<file path="src/rtl/fsreg_pkg.sv">
// Notes on behaviour
// - status one bits 4..0 show per-string open/short fault, string order
// - status two bit 2 is 1 while the rectifier diode is missing
// - status two bit 1 latches thermal shutdown until that register is read
// - ident one returns a fixed two-digit bcd die code
// - ident two returns variant bcd digit high, mask revision low
package fsreg_pkg;
    localparam logic [7:0] FSREG_ADDR_STRING_FAULT = 8'h2d;
    localparam logic [7:0] FSREG_ADDR_PROT_EVENT = 8'h2e;
    localparam logic [7:0] FSREG_ADDR_DIE_IDENT = 8'h39;
    localparam logic [7:0] FSREG_ADDR_VAR_IDENT = 8'h3a;
    localparam int FSREG_STRINGS = 5;
    localparam int FSREG_BIT_DIODE = 2;
    localparam int FSREG_BIT_THERMAL = 1;
    localparam int FSREG_BIT_OVERV = 0;
    // identity codes: values arbitrary
    localparam logic [3:0] FSREG_DIE_HI = 4'h1;
    localparam logic [3:0] FSREG_DIE_LO = 4'h2;
    localparam logic [3:0] FSREG_VARIANT = 4'h3;
    localparam logic [3:0] FSREG_MASK_REV = 4'h4;
    localparam logic [7:0] FSREG_RDATA_RESET = 8'h00;
    localparam logic FSREG_LATCH_RESET = 1'b0;

    typedef struct packed {
        logic [FSREG_STRINGS-1:0] string_fault;
        logic diode_absent;
        logic thermal_event;
        logic overvoltage_event;
    } fsreg_det_t;

    typedef struct packed {
        logic rd;
        logic wr;
        logic [7:0] addr;
        logic [7:0] wdata;
    } fsreg_req_t;
endpackage

</file>
<file path="src/rtl/fsreg_event_latch.sv">
`timescale 1ns/1ns
module fsreg_event_latch
    import fsreg_pkg::*;
(
    input wire logic clk_sys_i,
    input wire logic resetn_i,
    input wire logic event_i,
    input wire logic clear_i,
    output logic latch_o
);
    logic latch_q;
    logic latch_d;

    // set wins over a clear in the same cycle
    assign latch_d = event_i | (latch_q & ~clear_i);

    always_ff @(posedge clk_sys_i) begin
        if (!resetn_i) begin
            latch_q <= FSREG_LATCH_RESET;
        end else begin
            latch_q <= latch_d;
        end
    end

    assign latch_o = latch_q;

    set_wins_a: assert property (@(posedge clk_sys_i) disable iff (!resetn_i)
        event_i |=> latch_q)
        else $error("event lost in latch");
endmodule

</file>
<file path="src/rtl/fsreg_top.sv">
`timescale 1ns/1ns
module fsreg_top
    import fsreg_pkg::*;
(
    input wire logic clk_sys_i,
    input wire logic resetn_i,
    input wire fsreg_det_t det_i,
    input wire fsreg_req_t req_i,
    output logic [7:0] rdata_o,
    output logic rvalid_o
);
    // latched event state
    logic thermal_q;
    logic overv_q;

    // read path registers
    logic [7:0] rdata_q;
    logic [7:0] rdata_d;
    logic rvalid_q;
    logic rvalid_d;

    // address decode
    logic hit_fault;
    logic hit_prot;
    logic hit_die;
    logic hit_var;
    logic hit_none;
    logic prot_read;

    // register images
    logic [7:0] fault_word;
    logic [7:0] prot_word;
    logic [7:0] die_word;
    logic [7:0] var_word;

    assign hit_fault = req_i.addr == FSREG_ADDR_STRING_FAULT;
    assign hit_prot = req_i.addr == FSREG_ADDR_PROT_EVENT;
    assign hit_die = req_i.addr == FSREG_ADDR_DIE_IDENT;
    assign hit_var = req_i.addr == FSREG_ADDR_VAR_IDENT;
    assign hit_none = ~(hit_fault | hit_prot | hit_die | hit_var);
    assign prot_read = req_i.rd & hit_prot;
    assign rvalid_d = req_i.rd;

    // event latches, set wins over clear
    fsreg_event_latch u_thermal (
        .clk_sys_i(clk_sys_i),
        .resetn_i(resetn_i),
        .event_i(det_i.thermal_event),
        .clear_i(prot_read),
        .latch_o(thermal_q)
    );

    fsreg_event_latch u_overv (
        .clk_sys_i(clk_sys_i),
        .resetn_i(resetn_i),
        .event_i(det_i.overvoltage_event),
        .clear_i(prot_read),
        .latch_o(overv_q)
    );

    // per-string fault bits in string order
    genvar g;
    generate
        for (g = 0; g < FSREG_STRINGS; g++) begin : g_fault
            assign fault_word[g] = det_i.string_fault[g];
        end
    endgenerate
    assign fault_word[7:FSREG_STRINGS] = '0;

    always_comb begin
        prot_word = 8'h00;
        prot_word[FSREG_BIT_DIODE] = det_i.diode_absent;
        prot_word[FSREG_BIT_THERMAL] = thermal_q;
        prot_word[FSREG_BIT_OVERV] = overv_q;
    end

    // fixed identity words
    assign die_word = {FSREG_DIE_HI, FSREG_DIE_LO};
    assign var_word = {FSREG_VARIANT, FSREG_MASK_REV};

    // writes are ignored everywhere
    always_comb begin
        if (!req_i.rd) begin
            rdata_d = rdata_q;
        end else if (hit_fault) begin
            rdata_d = fault_word;
        end else if (hit_prot) begin
            rdata_d = prot_word;
        end else if (hit_die) begin
            rdata_d = die_word;
        end else if (hit_var) begin
            rdata_d = var_word;
        end else begin
            rdata_d = 8'h00;
        end
    end

    // read data and strobe registers
    always_ff @(posedge clk_sys_i) begin
        if (!resetn_i) begin
            rdata_q <= FSREG_RDATA_RESET;
            rvalid_q <= 1'b0;
        end else begin
            rdata_q <= rdata_d;
            rvalid_q <= rvalid_d;
        end
    end

    assign rdata_o = rdata_q;
    assign rvalid_o = rvalid_q;

    // read path checks
    fault_map_a: assert property (@(posedge clk_sys_i) disable iff (!resetn_i)
        req_i.rd && hit_fault |=> rdata_o == {3'b000, $past(det_i.string_fault)})
        else $error("string fault word wrong");

    fault_reserved_a: assert property (@(posedge clk_sys_i) disable iff (!resetn_i)
        req_i.rd && hit_fault |=> rdata_o[7:5] == 3'b000)
        else $error("fault reserved bits nonzero");

    diode_bit_a: assert property (@(posedge clk_sys_i) disable iff (!resetn_i)
        req_i.rd && hit_prot |=> rdata_o[2] == $past(det_i.diode_absent))
        else $error("diode bit wrong");

    reserved_zero_a: assert property (@(posedge clk_sys_i) disable iff (!resetn_i)
        req_i.rd && hit_prot |=> rdata_o[7:3] == 5'h00)
        else $error("reserved bits nonzero");

    prot_old_a: assert property (@(posedge clk_sys_i) disable iff (!resetn_i)
        req_i.rd && hit_prot |=> rdata_o[1:0] == $past({thermal_q, overv_q}))
        else $error("event bits not pre-clear state");

    die_ident_a: assert property (@(posedge clk_sys_i) disable iff (!resetn_i)
        req_i.rd && hit_die |=> rdata_o == {FSREG_DIE_HI, FSREG_DIE_LO})
        else $error("die ident wrong");

    var_ident_a: assert property (@(posedge clk_sys_i) disable iff (!resetn_i)
        req_i.rd && hit_var |=> rdata_o == {FSREG_VARIANT, FSREG_MASK_REV})
        else $error("variant ident wrong");

    unmapped_zero_a: assert property (@(posedge clk_sys_i) disable iff (!resetn_i)
        req_i.rd && hit_none |=> rdata_o == 8'h00)
        else $error("unmapped read not zero");

    rvalid_pulse_a: assert property (@(posedge clk_sys_i) disable iff (!resetn_i)
        req_i.rd |=> rvalid_o)
        else $error("read strobe not answered");

    rvalid_idle_a: assert property (@(posedge clk_sys_i) disable iff (!resetn_i)
        !req_i.rd |=> !rvalid_o)
        else $error("strobe without read");

    write_hold_a: assert property (@(posedge clk_sys_i) disable iff (!resetn_i)
        !req_i.rd |=> $stable(rdata_o))
        else $error("read data moved without read");

    write_ignored_a: assert property (@(posedge clk_sys_i) disable iff (!resetn_i)
        req_i.wr && !req_i.rd |=> $stable(rdata_o))
        else $error("write changed read data");

    rdata_only_read_a: assert property (@(posedge clk_sys_i) disable iff (!resetn_i)
        $changed(rdata_o) |-> $past(req_i.rd))
        else $error("read data changed with no read");

    // event latch checks
    thermal_set_a: assert property (@(posedge clk_sys_i) disable iff (!resetn_i)
        det_i.thermal_event |=> thermal_q)
        else $error("thermal event not latched");

    thermal_hold_a: assert property (@(posedge clk_sys_i) disable iff (!resetn_i)
        thermal_q && !prot_read |=> thermal_q)
        else $error("thermal latch lost");

    thermal_clear_a: assert property (@(posedge clk_sys_i) disable iff (!resetn_i)
        prot_read && !det_i.thermal_event |=> !thermal_q)
        else $error("thermal latch not cleared");

    thermal_quiet_a: assert property (@(posedge clk_sys_i) disable iff (!resetn_i)
        !thermal_q && !det_i.thermal_event |=> !thermal_q)
        else $error("thermal latch set with no event");

    thermal_show_a: assert property (@(posedge clk_sys_i) disable iff (!resetn_i)
        det_i.thermal_event ##1 (req_i.rd && hit_prot) |=> rdata_o[1])
        else $error("thermal event not reported");

    overv_set_a: assert property (@(posedge clk_sys_i) disable iff (!resetn_i)
        det_i.overvoltage_event |=> overv_q)
        else $error("overvoltage event not latched");

    overv_hold_a: assert property (@(posedge clk_sys_i) disable iff (!resetn_i)
        overv_q && !prot_read |=> overv_q)
        else $error("overvoltage latch lost");

    overv_clear_a: assert property (@(posedge clk_sys_i) disable iff (!resetn_i)
        prot_read && !det_i.overvoltage_event |=> !overv_q)
        else $error("overvoltage latch not cleared");

    overv_quiet_a: assert property (@(posedge clk_sys_i) disable iff (!resetn_i)
        !overv_q && !det_i.overvoltage_event |=> !overv_q)
        else $error("overvoltage latch set with no event");

    overv_show_a: assert property (@(posedge clk_sys_i) disable iff (!resetn_i)
        det_i.overvoltage_event ##1 (req_i.rd && hit_prot) |=> rdata_o[0])
        else $error("overvoltage event not reported");

    // reset values
    reset_rdata_a: assert property (@(posedge clk_sys_i)
        !resetn_i |=> rdata_o == FSREG_RDATA_RESET && !rvalid_o)
        else $error("read outputs not cleared by reset");

    reset_latch_a: assert property (@(posedge clk_sys_i)
        !resetn_i |=> !thermal_q && !overv_q)
        else $error("event latches not cleared by reset");

    // scenario covers
    read_fault_c: cover property (@(posedge clk_sys_i) req_i.rd && hit_fault);
    thermal_read_c: cover property (@(posedge clk_sys_i) prot_read && thermal_q);
    set_clear_c: cover property (@(posedge clk_sys_i)
        prot_read && det_i.overvoltage_event);
    read_ident_c: cover property (@(posedge clk_sys_i) req_i.rd && hit_var);
    write_prot_c: cover property (@(posedge clk_sys_i) req_i.wr && hit_prot);
endmodule

</file>
<file path="config.mk">
export PLATFORM = sky130hd
export DESIGN_NAME = fsreg_top
export DESIGN_NICKNAME = d
export VERILOG_FILES = /design/src/rtl/fsreg_pkg.sv /design/src/rtl/fsreg_event_latch.sv /design/src/rtl/fsreg_top.sv
export SDC_FILE = /design/constraint.sdc
export NUM_CORES = 1
export LEC_CHECK = 0
export BUFFER_PORTS_ARGS = -buffer_cell sky130_fd_sc_hd__buf_4
export CORE_AREA = 2 2 39 41
export CTS_BUF_LIST = sky130_fd_sc_hd__clkbuf_4 sky130_fd_sc_hd__clkbuf_8 sky130_fd_sc_hd__clkbuf_16
export DETAILED_ROUTE_END_ITERATION = 8
export DIE_AREA = 0 0 41 43
export PLACE_DENSITY_LB_ADDON = 0.05
export SLEW_MARGIN = 5
export SYNTH_ARGS = -nofsm -noshare
export SYNTH_HDL_FRONTEND = slang
export SYNTH_SLANG_ARGS = --single-unit
</file>
<file path="constraint.sdc">
create_clock -name clk_sys_i -period 1.3 [get_ports clk_sys_i]
set_input_delay 0.13 -clock clk_sys_i [delete_from_list [all_inputs] [get_ports clk_sys_i]]
set_output_delay 0.13 -clock clk_sys_i [all_outputs]
set_load 0.03 [all_outputs]
</file>
Word-level counts from Yosys, hierarchy flattened
Cells that the tools add are included.
Widths: inputs -> output; s select.
{ "word_totals": {"reg_bits": 11, "in_bits": 28, "output_inout_bits": 9, "word_cells": 18} }
{ "op_classes": {"eq_ne": 4, "n_mux": 4, "bitwise_logic": 6} }
{ "op_table": {"columns": ["op", "count"], "rows": [
  ["$eq 8x6->1 const B", 4],
  ["$mux 6", 4],
  ["$and 1x1->1", 3],
  ["$or 1x1->1", 2],
  ["$not 1->1", 1]
]} }

Depth between registers and ports, before layout
Gate-level depths: netlist (run 1).
{ "logic_depth": {"word_depth": 5, "depth_mapped": 5, "ltp_nobuf": 4} }

Modules after synthesis
Synthesis (run 1) repeated with hierarchy kept, for this count alone.
{ "unflattened": {"hier_cells": 51, "hier_area_um2": 511.7} }
{ "modules_own_cells": {"columns": ["mod", "n_inst", "cells_each", "area_per_inst_um2", "seq_area_each_um2"], "rows": [
  ["fsreg_top", 1, 45, 429.2, 140.1],
  ["fsreg_event_latch", 2, 3, 41.3, 20.0]
]} }

Least setup slack after synthesis (run 1)
No wires, ideal clock.
{ "synth_path": {"kind": "input-to-reg", "startpoint": "in req_i[10] in the netlist's numbering", "endpoint": "reg rdata_q[2], in the netlist rdata_o[2]", "setup_ps": 117, "t_arrival_ps": 905, "required_ps": 1183, "setup_slack_ps": 278, "path_stages": 5, "path_buffers": 1, "path_cell_list": "nor2b_4 > buf_6 > a21o_1 > a32o_1 > a32o_1"} }
{ "synth_between": {"elab_chain_len": 5, "elab_cells_between_ends": 8, "cone_classes": "eq/ne: 4; mux: 4"} }
{ "synth_lines": {"columns": ["item", "line", "text"], "rows": [
  ["start, declared", "fsreg_top.sv:8", "input wire fsreg_req_t req_i,"],
  ["$eq 8x6->1", "fsreg_top.sv:39", "assign hit_var = req_i.addr == FSREG_ADDR_VAR_IDENT;"],
  ["$mux 6", "fsreg_top.sv:91", "end else if (hit_var) begin"],
  ["$mux 6", "fsreg_top.sv:89", "end else if (hit_die) begin"],
  ["$mux 6", "fsreg_top.sv:87", "end else if (hit_prot) begin"],
  ["$mux 6 *", "fsreg_top.sv:85", "end else if (hit_fault) begin"],
  ["end signal, assigned", "fsreg_top.sv:104", "rdata_q <= rdata_d;"],
  ["end, declared", "fsreg_top.sv:17", "logic [7:0] rdata_q;"]
]} }
Every way passes the cells marked *; elsewhere a longest branch is shown, timed or not.
A chain may end at the register's enable or synchronous reset.

Worst setup path in the final report (run 1)
{ "layout_path": {"startpoint": "reg rdata_q[4], in the netlist rdata_o[4]", "endpoint": "out rdata_o[4]"} }
{ "layout_lines": {"columns": ["item", "line", "text"], "rows": [
  ["end, declared", "fsreg_top.sv:9", "output logic [7:0] rdata_o,"]
]} }
No word-level cell between the ends.

==> results.json, run 1 <==
{
  "hp-class": "input pin to register",
  "r2r_cells": 3,
  "grt-ovfl-total": 0,
  "cp.depth": 1,
  "final_cell_count_no_fill": 92,
  "gp_congestion": 0.742,
  "route.detailed.drc": 0,
  "ir_worst_vdd_mv": 0.644,
  "synth_top_area_frac": 0.399,
  "fin_area_sq_um": 667,
  "ys_warn_count": 0,
  "synth_most_common_cell": "dfxtp_1",
  "syn_area_sq_um": 452,
  "syn_area_per_cell_sq_um": 9.22,
  "ys.flop_type": "dfxtp_1",
  "hold_buffers": 0,
  "slew_viol_final": 0,
  "min_path_cells": 3,
  "crit_arrival_ps": 760,
  "cp.required_ps": 1170,
  "path_clk_slew_ps": 60,
  "crit_chain": "buf_4",
  "outcome": "finished clean",
  "drive_gt1_frac": 0.408,
  "leakage_nw": 0.303,
  "crit_fanout": 2,
  "synthToLayoutAreaGrowth_pct": 47.6,
  "n_antenna_cell": 0,
  "maxCapViolCount": 0,
  "cts_made_buffers": 3,
  "die_x_microns": 41,
  "cp-end-kind": "output port",
  "core_sq_um": 1380,
  "yosys-top-cells-count": "dfxtp_1 (9), nor2b_1 (5), a21oi_1 (4), a32o_1 (4), nand4_1 (4)",
  "fin_setup_tns_ps": 0,
  "syn_inst": 49,
  "synth_edf_count": 0,
  "post-route-util": 0.482,
  "path_buf_inv": 1,
  "fillCellCount": 137,
  "fin_skew_ps": 0.264,
  "ys_types": 22,
  "grt_pass1_wl_microns": 1580,
  "cts_root_buffer": "clkbuf_4",
  "cp_slowest_cell": "dfxtp_1",
  "ys_ff_latch": 9,
  "num_rows": 14,
  "period_needed_ps": 886,
  "synthArstFlopShare": 0,
  "num-nets-final": 105,
  "rsz0062_at_grt": "no",
  "yosysSeqAreaShare": 0.399,
  "yosysTopAreaCell": "dfxtp_1",
  "max_stage_delay_ps": 340,
  "crit_type": "register to output port",
  "clk_latency_ps": 250,
  "tritoncts": "done",
  "first_global_vias": 401,
  "placedCellCount": 88,
  "routedWlPerCell_microns": 10.9,
  "startpoint_type": "register",
  "via_per_inst": 4.82,
  "final_antenna_net_count": 0,
  "dr.first_iter.drc_count": 5,
  "grt_max_degree": 10,
  "grtUsageMet1": 0.148,
  "powerDensity_nw_per_um2": 921,
  "cts.repair.resized": 0,
  "post_cts_buffers": 0,
  "io_pins": 37,
  "grt_usage": 0.131,
  "post_dp_cell_area_sq_um": 637,
  "portBuffers": 25,
  "dieArea_sq_um": 1760,
  "period_share": 0.682,
  "clock-sinks": 9,
  "setup_viol": 0,
  "wl_microns": 1010,
  "num_vias": 443,
  "max_freq_mhz": 1130,
  "busiest_layer": "met2",
  "clk_path_buf_depth": 2,
  "antenna_found_initial": 0,
  "die_y_microns": 43,
  "finalHoldViolCount": 0,
  "grt_use_met3": 0.0890,
  "use_met2": 0.213,
  "firstDrtPassIters": 3,
  "crit_family": "flip-flops",
  "initial_core_util": 0.326,
  "synthTopCellsByArea": "dfxtp_1 (40%), a32o_1 (8.9%), nor2b_1 (6.9%)",
  "htree_levels": 1
}
## where the power goes
group / switching (mW) / internal (mW)
Clock: 0.0879 / 0.139
Sequential: 0.00308 / 0.282
Combinational: 0.0467 / 0.0557
## worst paths after layout
path / to / startpoint / slack (ps)
worst max-delay path: rdata_o[4] / rdata_o[4] / 410
worst min-delay path: u_thermal.latch_o / det_i[1] / 110
worst max register to register: rdata_o[1] / u_thermal.latch_o / 490
worst min register to register: rdata_o[5] / rdata_o[5] / 480
## worst register-to-register path: cells and delay by family (launching register included)
kind            cells  cell delay, ps
compound gates      2             320
flops               1             320
simple gates        1              60
## cell usage in the layout (no fill, tap or decap)
cell and instances:
nor2b_4 1, dfxtp_1 9, a21boi_0 2, nand3_1 1
a21o_1 1, a22o_1 1, and2_1 2, conb_1 2
clkbuf_4 4, nand4_1 4, and2b_1 1, buf_4 25
a32o_1 4, nor2_1 1, o21a_1 1, and4bb_2 1
inv_1 1, nor2b_1 5, o21ai_0 2, nand2b_1 1
a21oi_1 4, nand2_1 3
## metal layers
| layer | vias up | wire (microns) |
|---|---|---|
| met1 | 193 | 444 |
| li1 | 232 | - |
| met4 | 0 | 0 |
| met5 | - | 0 |
| met3 | 0 | 106 |
| met2 | 18 | 455 |
## layout make-up
| cell class | instances | area [sq um] | area share |
|---|---|---|---|
| Sequential cell | 9 | 180 | 0.270 |
| Multi-Input combinational cell | 37 | 245 | 0.368 |
| Inverter | 1 | 3.75 | 0.00563 |
| Timing Repair Buffer | 25 | 188 | 0.281 |
| Clock buffer | 4 | 30.0 | 0.0450 |
| Tap cell | 16 | 20.0 | 0.0300 |
## per-stage QoR
step,hold WS (ps),setup WS [ps],total power [mW]
2_1_floorplan,248,278,0.344
3_3_place_gp,361,141,0.394
3_5_place_dp,364,145,0.395
4_1_cts,99.2,400,0.631
5_1_grt,103,368,0.651
6_report,109,414,0.614
## sequential cells by signal, indices dropped and copies added, names as in the netlist
name and count:
rvalid_o 1, rdata_o 6, u_overv.latch_o 1, u_thermal.latch_o 1
## cell families after synthesis
kind of cell / after synthesis / share of synthesized area
simple gates: 20 / 0.285
compound gates: 15 / 0.241
other cells: 1 / 0.00830
buf+inv: 4 / 0.0665
flops: 9 / 0.399
Note: power is estimated with default switching activity, not from simulation.
==> run 2, diff against run 1 <==
- clock period: 1.3 -> 0.9 ns (I/O delays scaled with it)
==> run 2 against run 1 <==
- clock skew about the same
- global-route usage up 2.0 points
- critical path depth unchanged
- register-to-register slack worse by 380 ps
- sequential power up 45%
- flip-flop and latch count unchanged
- die area unchanged
- routed wire length up 7.2%
- utilization up 2.9 points
- clock power up 47%
- sequential share of layout area down 1.5 points
- combinational power up 63%
- critical endpoint unchanged
- largest power group unchanged
==> results.json, run 2 (synthesis gave the netlist of run 1 again) <==
{
  "busiest_layer": "met2",
  "grtUsageMet1": 0.198,
  "ir_worst_vdd_mv": 0.806,
  "cp.required_ps": 810,
  "post_dp_cell_area_sq_um": 674,
  "io_pins": 37,
  "maxCapViolCount": 0,
  "dr.first_iter.drc_count": 13,
  "synthToLayoutAreaGrowth_pct": 56.5,
  "htree_levels": 1,
  "layout_commonest_cell": "buf_4",
  "fillCellCount": 129,
  "period_share": 0.944,
  "die_x_microns": 41,
  "dieArea_sq_um": 1760,
  "cts_made_buffers": 3,
  "cp-end-kind": "output port",
  "path_clk_slew_ps": 60,
  "die_y_microns": 43,
  "hold_buffers": 0,
  "drive_gt1_frac": 0.457,
  "fin_skew_ps": 0.672,
  "core_sq_um": 1380,
  "gp_congestion": 0.797,
  "n_antenna_cell": 0,
  "crit_type": "register to output port",
  "fin_setup_tns_ps": 0,
  "crit_fanout": 2,
  "final_antenna_net_count": 0,
  "post_cts_buffers": 0,
  "r2r_slack_ps": 110,
  "fin_area_sq_um": 707,
  "leakage_nw": 0.329,
  "outcome": "finished clean",
  "tritoncts": "done",
  "crit_chain": "buf_4",
  "route.detailed.drc": 0,
  "setup_viol": 0,
  "grt_pass1_wl_microns": 1770,
  "num_rows": 14,
  "cts_root_buffer": "clkbuf_4",
  "max_freq_mhz": 1180,
  "rsz0062_at_grt": "no",
  "hpwl_microns": 900,
  "finalHoldViolCount": 0,
  "cp_slowest_cell": "dfxtp_1",
  "num-nets-final": 110,
  "final_cell_mix": "buf_4 (30), dfxtp_1 (9)",
  "clk_latency_ps": 260,
  "grt_use_met3": 0.0942,
  "initial_core_util": 0.326,
  "max_stage_delay_ps": 340,
  "use_met2": 0.213,
  "path_buf_inv": 1,
  "crit_family": "flip-flops",
  "grt_max_degree": 9,
  "via_per_inst": 4.94,
  "cts.repair.resized": 0,
  "grt_usage": 0.151,
  "routedWlPerCell_microns": 11.1,
  "powerDensity_nw_per_um2": 1290,
  "wl_microns": 1080,
  "slew_viol_final": 0,
  "antenna_found_initial": 0,
  "num_vias": 479,
  "largest_reg_flops": 6,
  "clock-sinks": 9,
  "period_needed_ps": 850,
  "hp-class": "input pin to register",
  "portBuffers": 25,
  "startpoint_type": "register",
  "first_global_vias": 429,
  "post-route-util": 0.511,
  "clk_path_buf_depth": 2,
  "crit_arrival_ps": 760,
  "firstDrtPassIters": 4,
  "grt-ovfl-total": 0
}
==> run 2: cell count changes in the layout (fill, tap and decap cells not counted) <==
cell     change
buf_4        +5
nor2b_1      -1
nor2b_2      +1
==> run 2: power breakdown <==
group	switching, mW	total, mW	leakage, nW	internal, mW
Sequential	0.00427	0.412	0.0734	0.408
Combinational	0.0716	0.166	0.237	0.0947
Clock	0.132	0.332	0.0184	0.200
==> run 2: final timing paths <==
| kind | start | end | cells after the start |
|---|---|---|---|
| max | rdata_o[4] | rdata_o[4] | 1 |
| min | det_i[1] | u_thermal.latch_o | 3 |
| max reg2reg | u_thermal.latch_o | rdata_o[1] | 3 |
| min reg2reg | rdata_o[0] | rdata_o[0] | 2 |
==> run 2: worst min-delay path, delay by kind of cell <==
| kind | cells | cell delay, ps |
|---|---|---|
| and+or+nand+nor | 1 | 80 |
| AOI/OAI and AO/OA | 1 | 30 |
| buffers and inverters | 1 | 70 |
==> run 2: per-stage QoR <==
stage	worst slack (ps)	hold WS (ps)	power (mW)	instances
3_5_place_dp	-160	324	0.587	93
2_1_floorplan	-42.5	208	0.498	50
6_report	50.4	58.0	0.911	97
4_1_cts	40.7	54.1	0.922	97
3_3_place_gp	-158	322	0.587	93
5_1_grt	8.21	71.8	0.980	97
==> run 2: layout make-up <==
type | count | area, sq um | area share
clock buffer | 4 | 30.0 | 0.0425
inverter | 1 | 3.75 | 0.00531
multi-input combinational | 37 | 248 | 0.350
sequential | 9 | 180 | 0.255
tap | 16 | 20.0 | 0.0283
timing repair buffer | 30 | 225 | 0.319
==> run 2: metal layers <==
layer / up-vias / part of all wire
li1: 242 / -
met1: 218 / 0.43
met2: 19 / 0.49
met3: 0 / 0.086
met4: 0 / 0
met5: - / 0
==> run 3, diff against run 2 <==
- PLACE_DENSITY: not set -> 0.72
- PLACE_DENSITY_LB_ADDON: 0.05 -> not set
==> run 3 against run 2 <==
- power is 0.21% lower
- cell count shrank 1.0%
- routed wire length rose by 0.74%
- critical path type unchanged
- largest cell class unchanged
- largest power group unchanged
==> results.json, run 3 (synthesis gave the netlist of run 1 again) <==
{
  "clock-sinks": 9,
  "crit_arrival_ps": 770,
  "max_stage_delay_ps": 350,
  "die_x_microns": 41,
  "setup_viol": 0,
  "hpwl_microns": 879,
  "hp-class": "input pin to register",
  "clk_latency_ps": 260,
  "crit_chain": "buf_4",
  "cts_root_buffer": "clkbuf_4",
  "first_global_vias": 443,
  "firstDrtPassIters": 3,
  "final_cell_count_no_fill": 96,
  "grt_pass1_wl_microns": 1640,
  "fin_area_sq_um": 697,
  "r2r_slack_ps": 90,
  "finalHoldViolCount": 0,
  "clk_path_buf_depth": 2,
  "rr_endpoint": "rdata_o[1]",
  "p_total_mw": 0.909,
  "period_needed_ps": 860,
  "ir_worst_vdd_mv": 0.744,
  "r2r_cells": 3,
  "powerDensity_nw_per_um2": 1300,
  "grt-ovfl-total": 0,
  "maxCapViolCount": 0,
  "initial_core_util": 0.326,
  "wl_microns": 1090,
  "placedCellCount": 92,
  "portBuffers": 25,
  "routedWlPerCell_microns": 11.3,
  "slew_viol_final": 0,
  "max_freq_mhz": 1160,
  "rsz0062_at_grt": "no",
  "ff_latch_area_sq_um": 180,
  "crit_family": "flip-flops",
  "leakage_nw": 0.323,
  "post_dp_cell_area_sq_um": 667,
  "final_cell_mix": "buf_4 (29), dfxtp_1 (9), nor2b_1 (5)",
  "cp.depth": 1,
  "drive_gt1_frac": 0.438,
  "fillCellCount": 141,
  "cts.repair.resized": 0,
  "startpoint_type": "register",
  "dieArea_sq_um": 1760,
  "grt_max_degree": 9,
  "outcome": "finished clean",
  "cp.required_ps": 810,
  "antenna_found_initial": 0,
  "crit_end": "rdata_o[2]",
  "tritoncts": "done",
  "num_vias": 462,
  "route.detailed.drc": 0,
  "grt_usage": 0.142,
  "via_per_inst": 4.81,
  "gp_congestion": 0.741,
  "fin_skew_ps": 5.09,
  "path_buf_inv": 1,
  "htree_levels": 1,
  "largest_reg_flops": 6,
  "n_antenna_cell": 0,
  "startpoint": "rdata_o[2]",
  "cts_made_buffers": 3,
  "pre_cts_ws_ps": -162,
  "synthToLayoutAreaGrowth_pct": 54.3,
  "hold_buffers": 0,
  "post_cts_buffers": 0,
  "multi_input_area_sq_um": 245,
  "crit_type": "register to output port",
  "num-nets-final": 109,
  "rr_startpoint": "u_thermal.latch_o",
  "dr.first_iter.drc_count": 7,
  "layout_commonest_cell": "buf_4",
  "whs_ps": 58.9,
  "io_pins": 37,
  "period_share": 0.956,
  "num_rows": 14,
  "core_sq_um": 1380,
  "path_clk_slew_ps": 50,
  "die_y_microns": 43,
  "cp_slowest_cell": "dfxtp_1",
  "worst_slack_ps": 39.6,
  "cp-end-kind": "output port",
  "final_antenna_net_count": 0,
  "crit_fanout": 2
}
[run 3: per-layer routing]
layer  GRT usage  part of all wire  routed length [microns]  vias up
met4      0.0400                 0                        0        0
met5           0                 0                        0        -
met3      0.0838             0.088                       96        0
met2       0.238              0.54                      582       18
met1       0.140              0.37                      407      206
li1            -                 -                        -      238
[run 3: area by class of cell]
type,count,area share
Timing Repair Buffer,29,0.312
Clock buffer,4,0.0431
Tap cell,16,0.0287
Inverter,1,0.00539
Multi-Input combinational cell,37,0.352
Sequential cell,9,0.259
[run 3: worst min-delay path by stage]
stage	cells past startpoint	from	slack (ps)	end
after global placement	3	det_i[0]	320	u_overv.latch_o
after global routing	2	req_i[17]	60	rvalid_o
after floorplan	1	resetn_i	210	rdata_o[3]
after detailed placement	2	req_i[17]	320	rvalid_o
after CTS	2	req_i[17]	50	rvalid_o
final	3	det_i[1]	60	u_thermal.latch_o
[run 3: power breakdown]
| part | internal [mW] | switching [mW] |
|---|---|---|
| registers | 0.408 | 0.00391 |
| clock network | 0.201 | 0.135 |
| logic | 0.0911 | 0.0705 |
| total | 0.700 | 0.209 |
[run 3: stage by stage]
| step | setup TNS [ps] | util |
|---|---|---|
| floorplan | -42.5 | - |
| global placement | -718 | 0.482 |
| detailed placement | -766 | 0.482 |
| CTS | 0 | 0.504 |
| global route | 0 | 0.504 |
| finish | 0 | 0.504 |
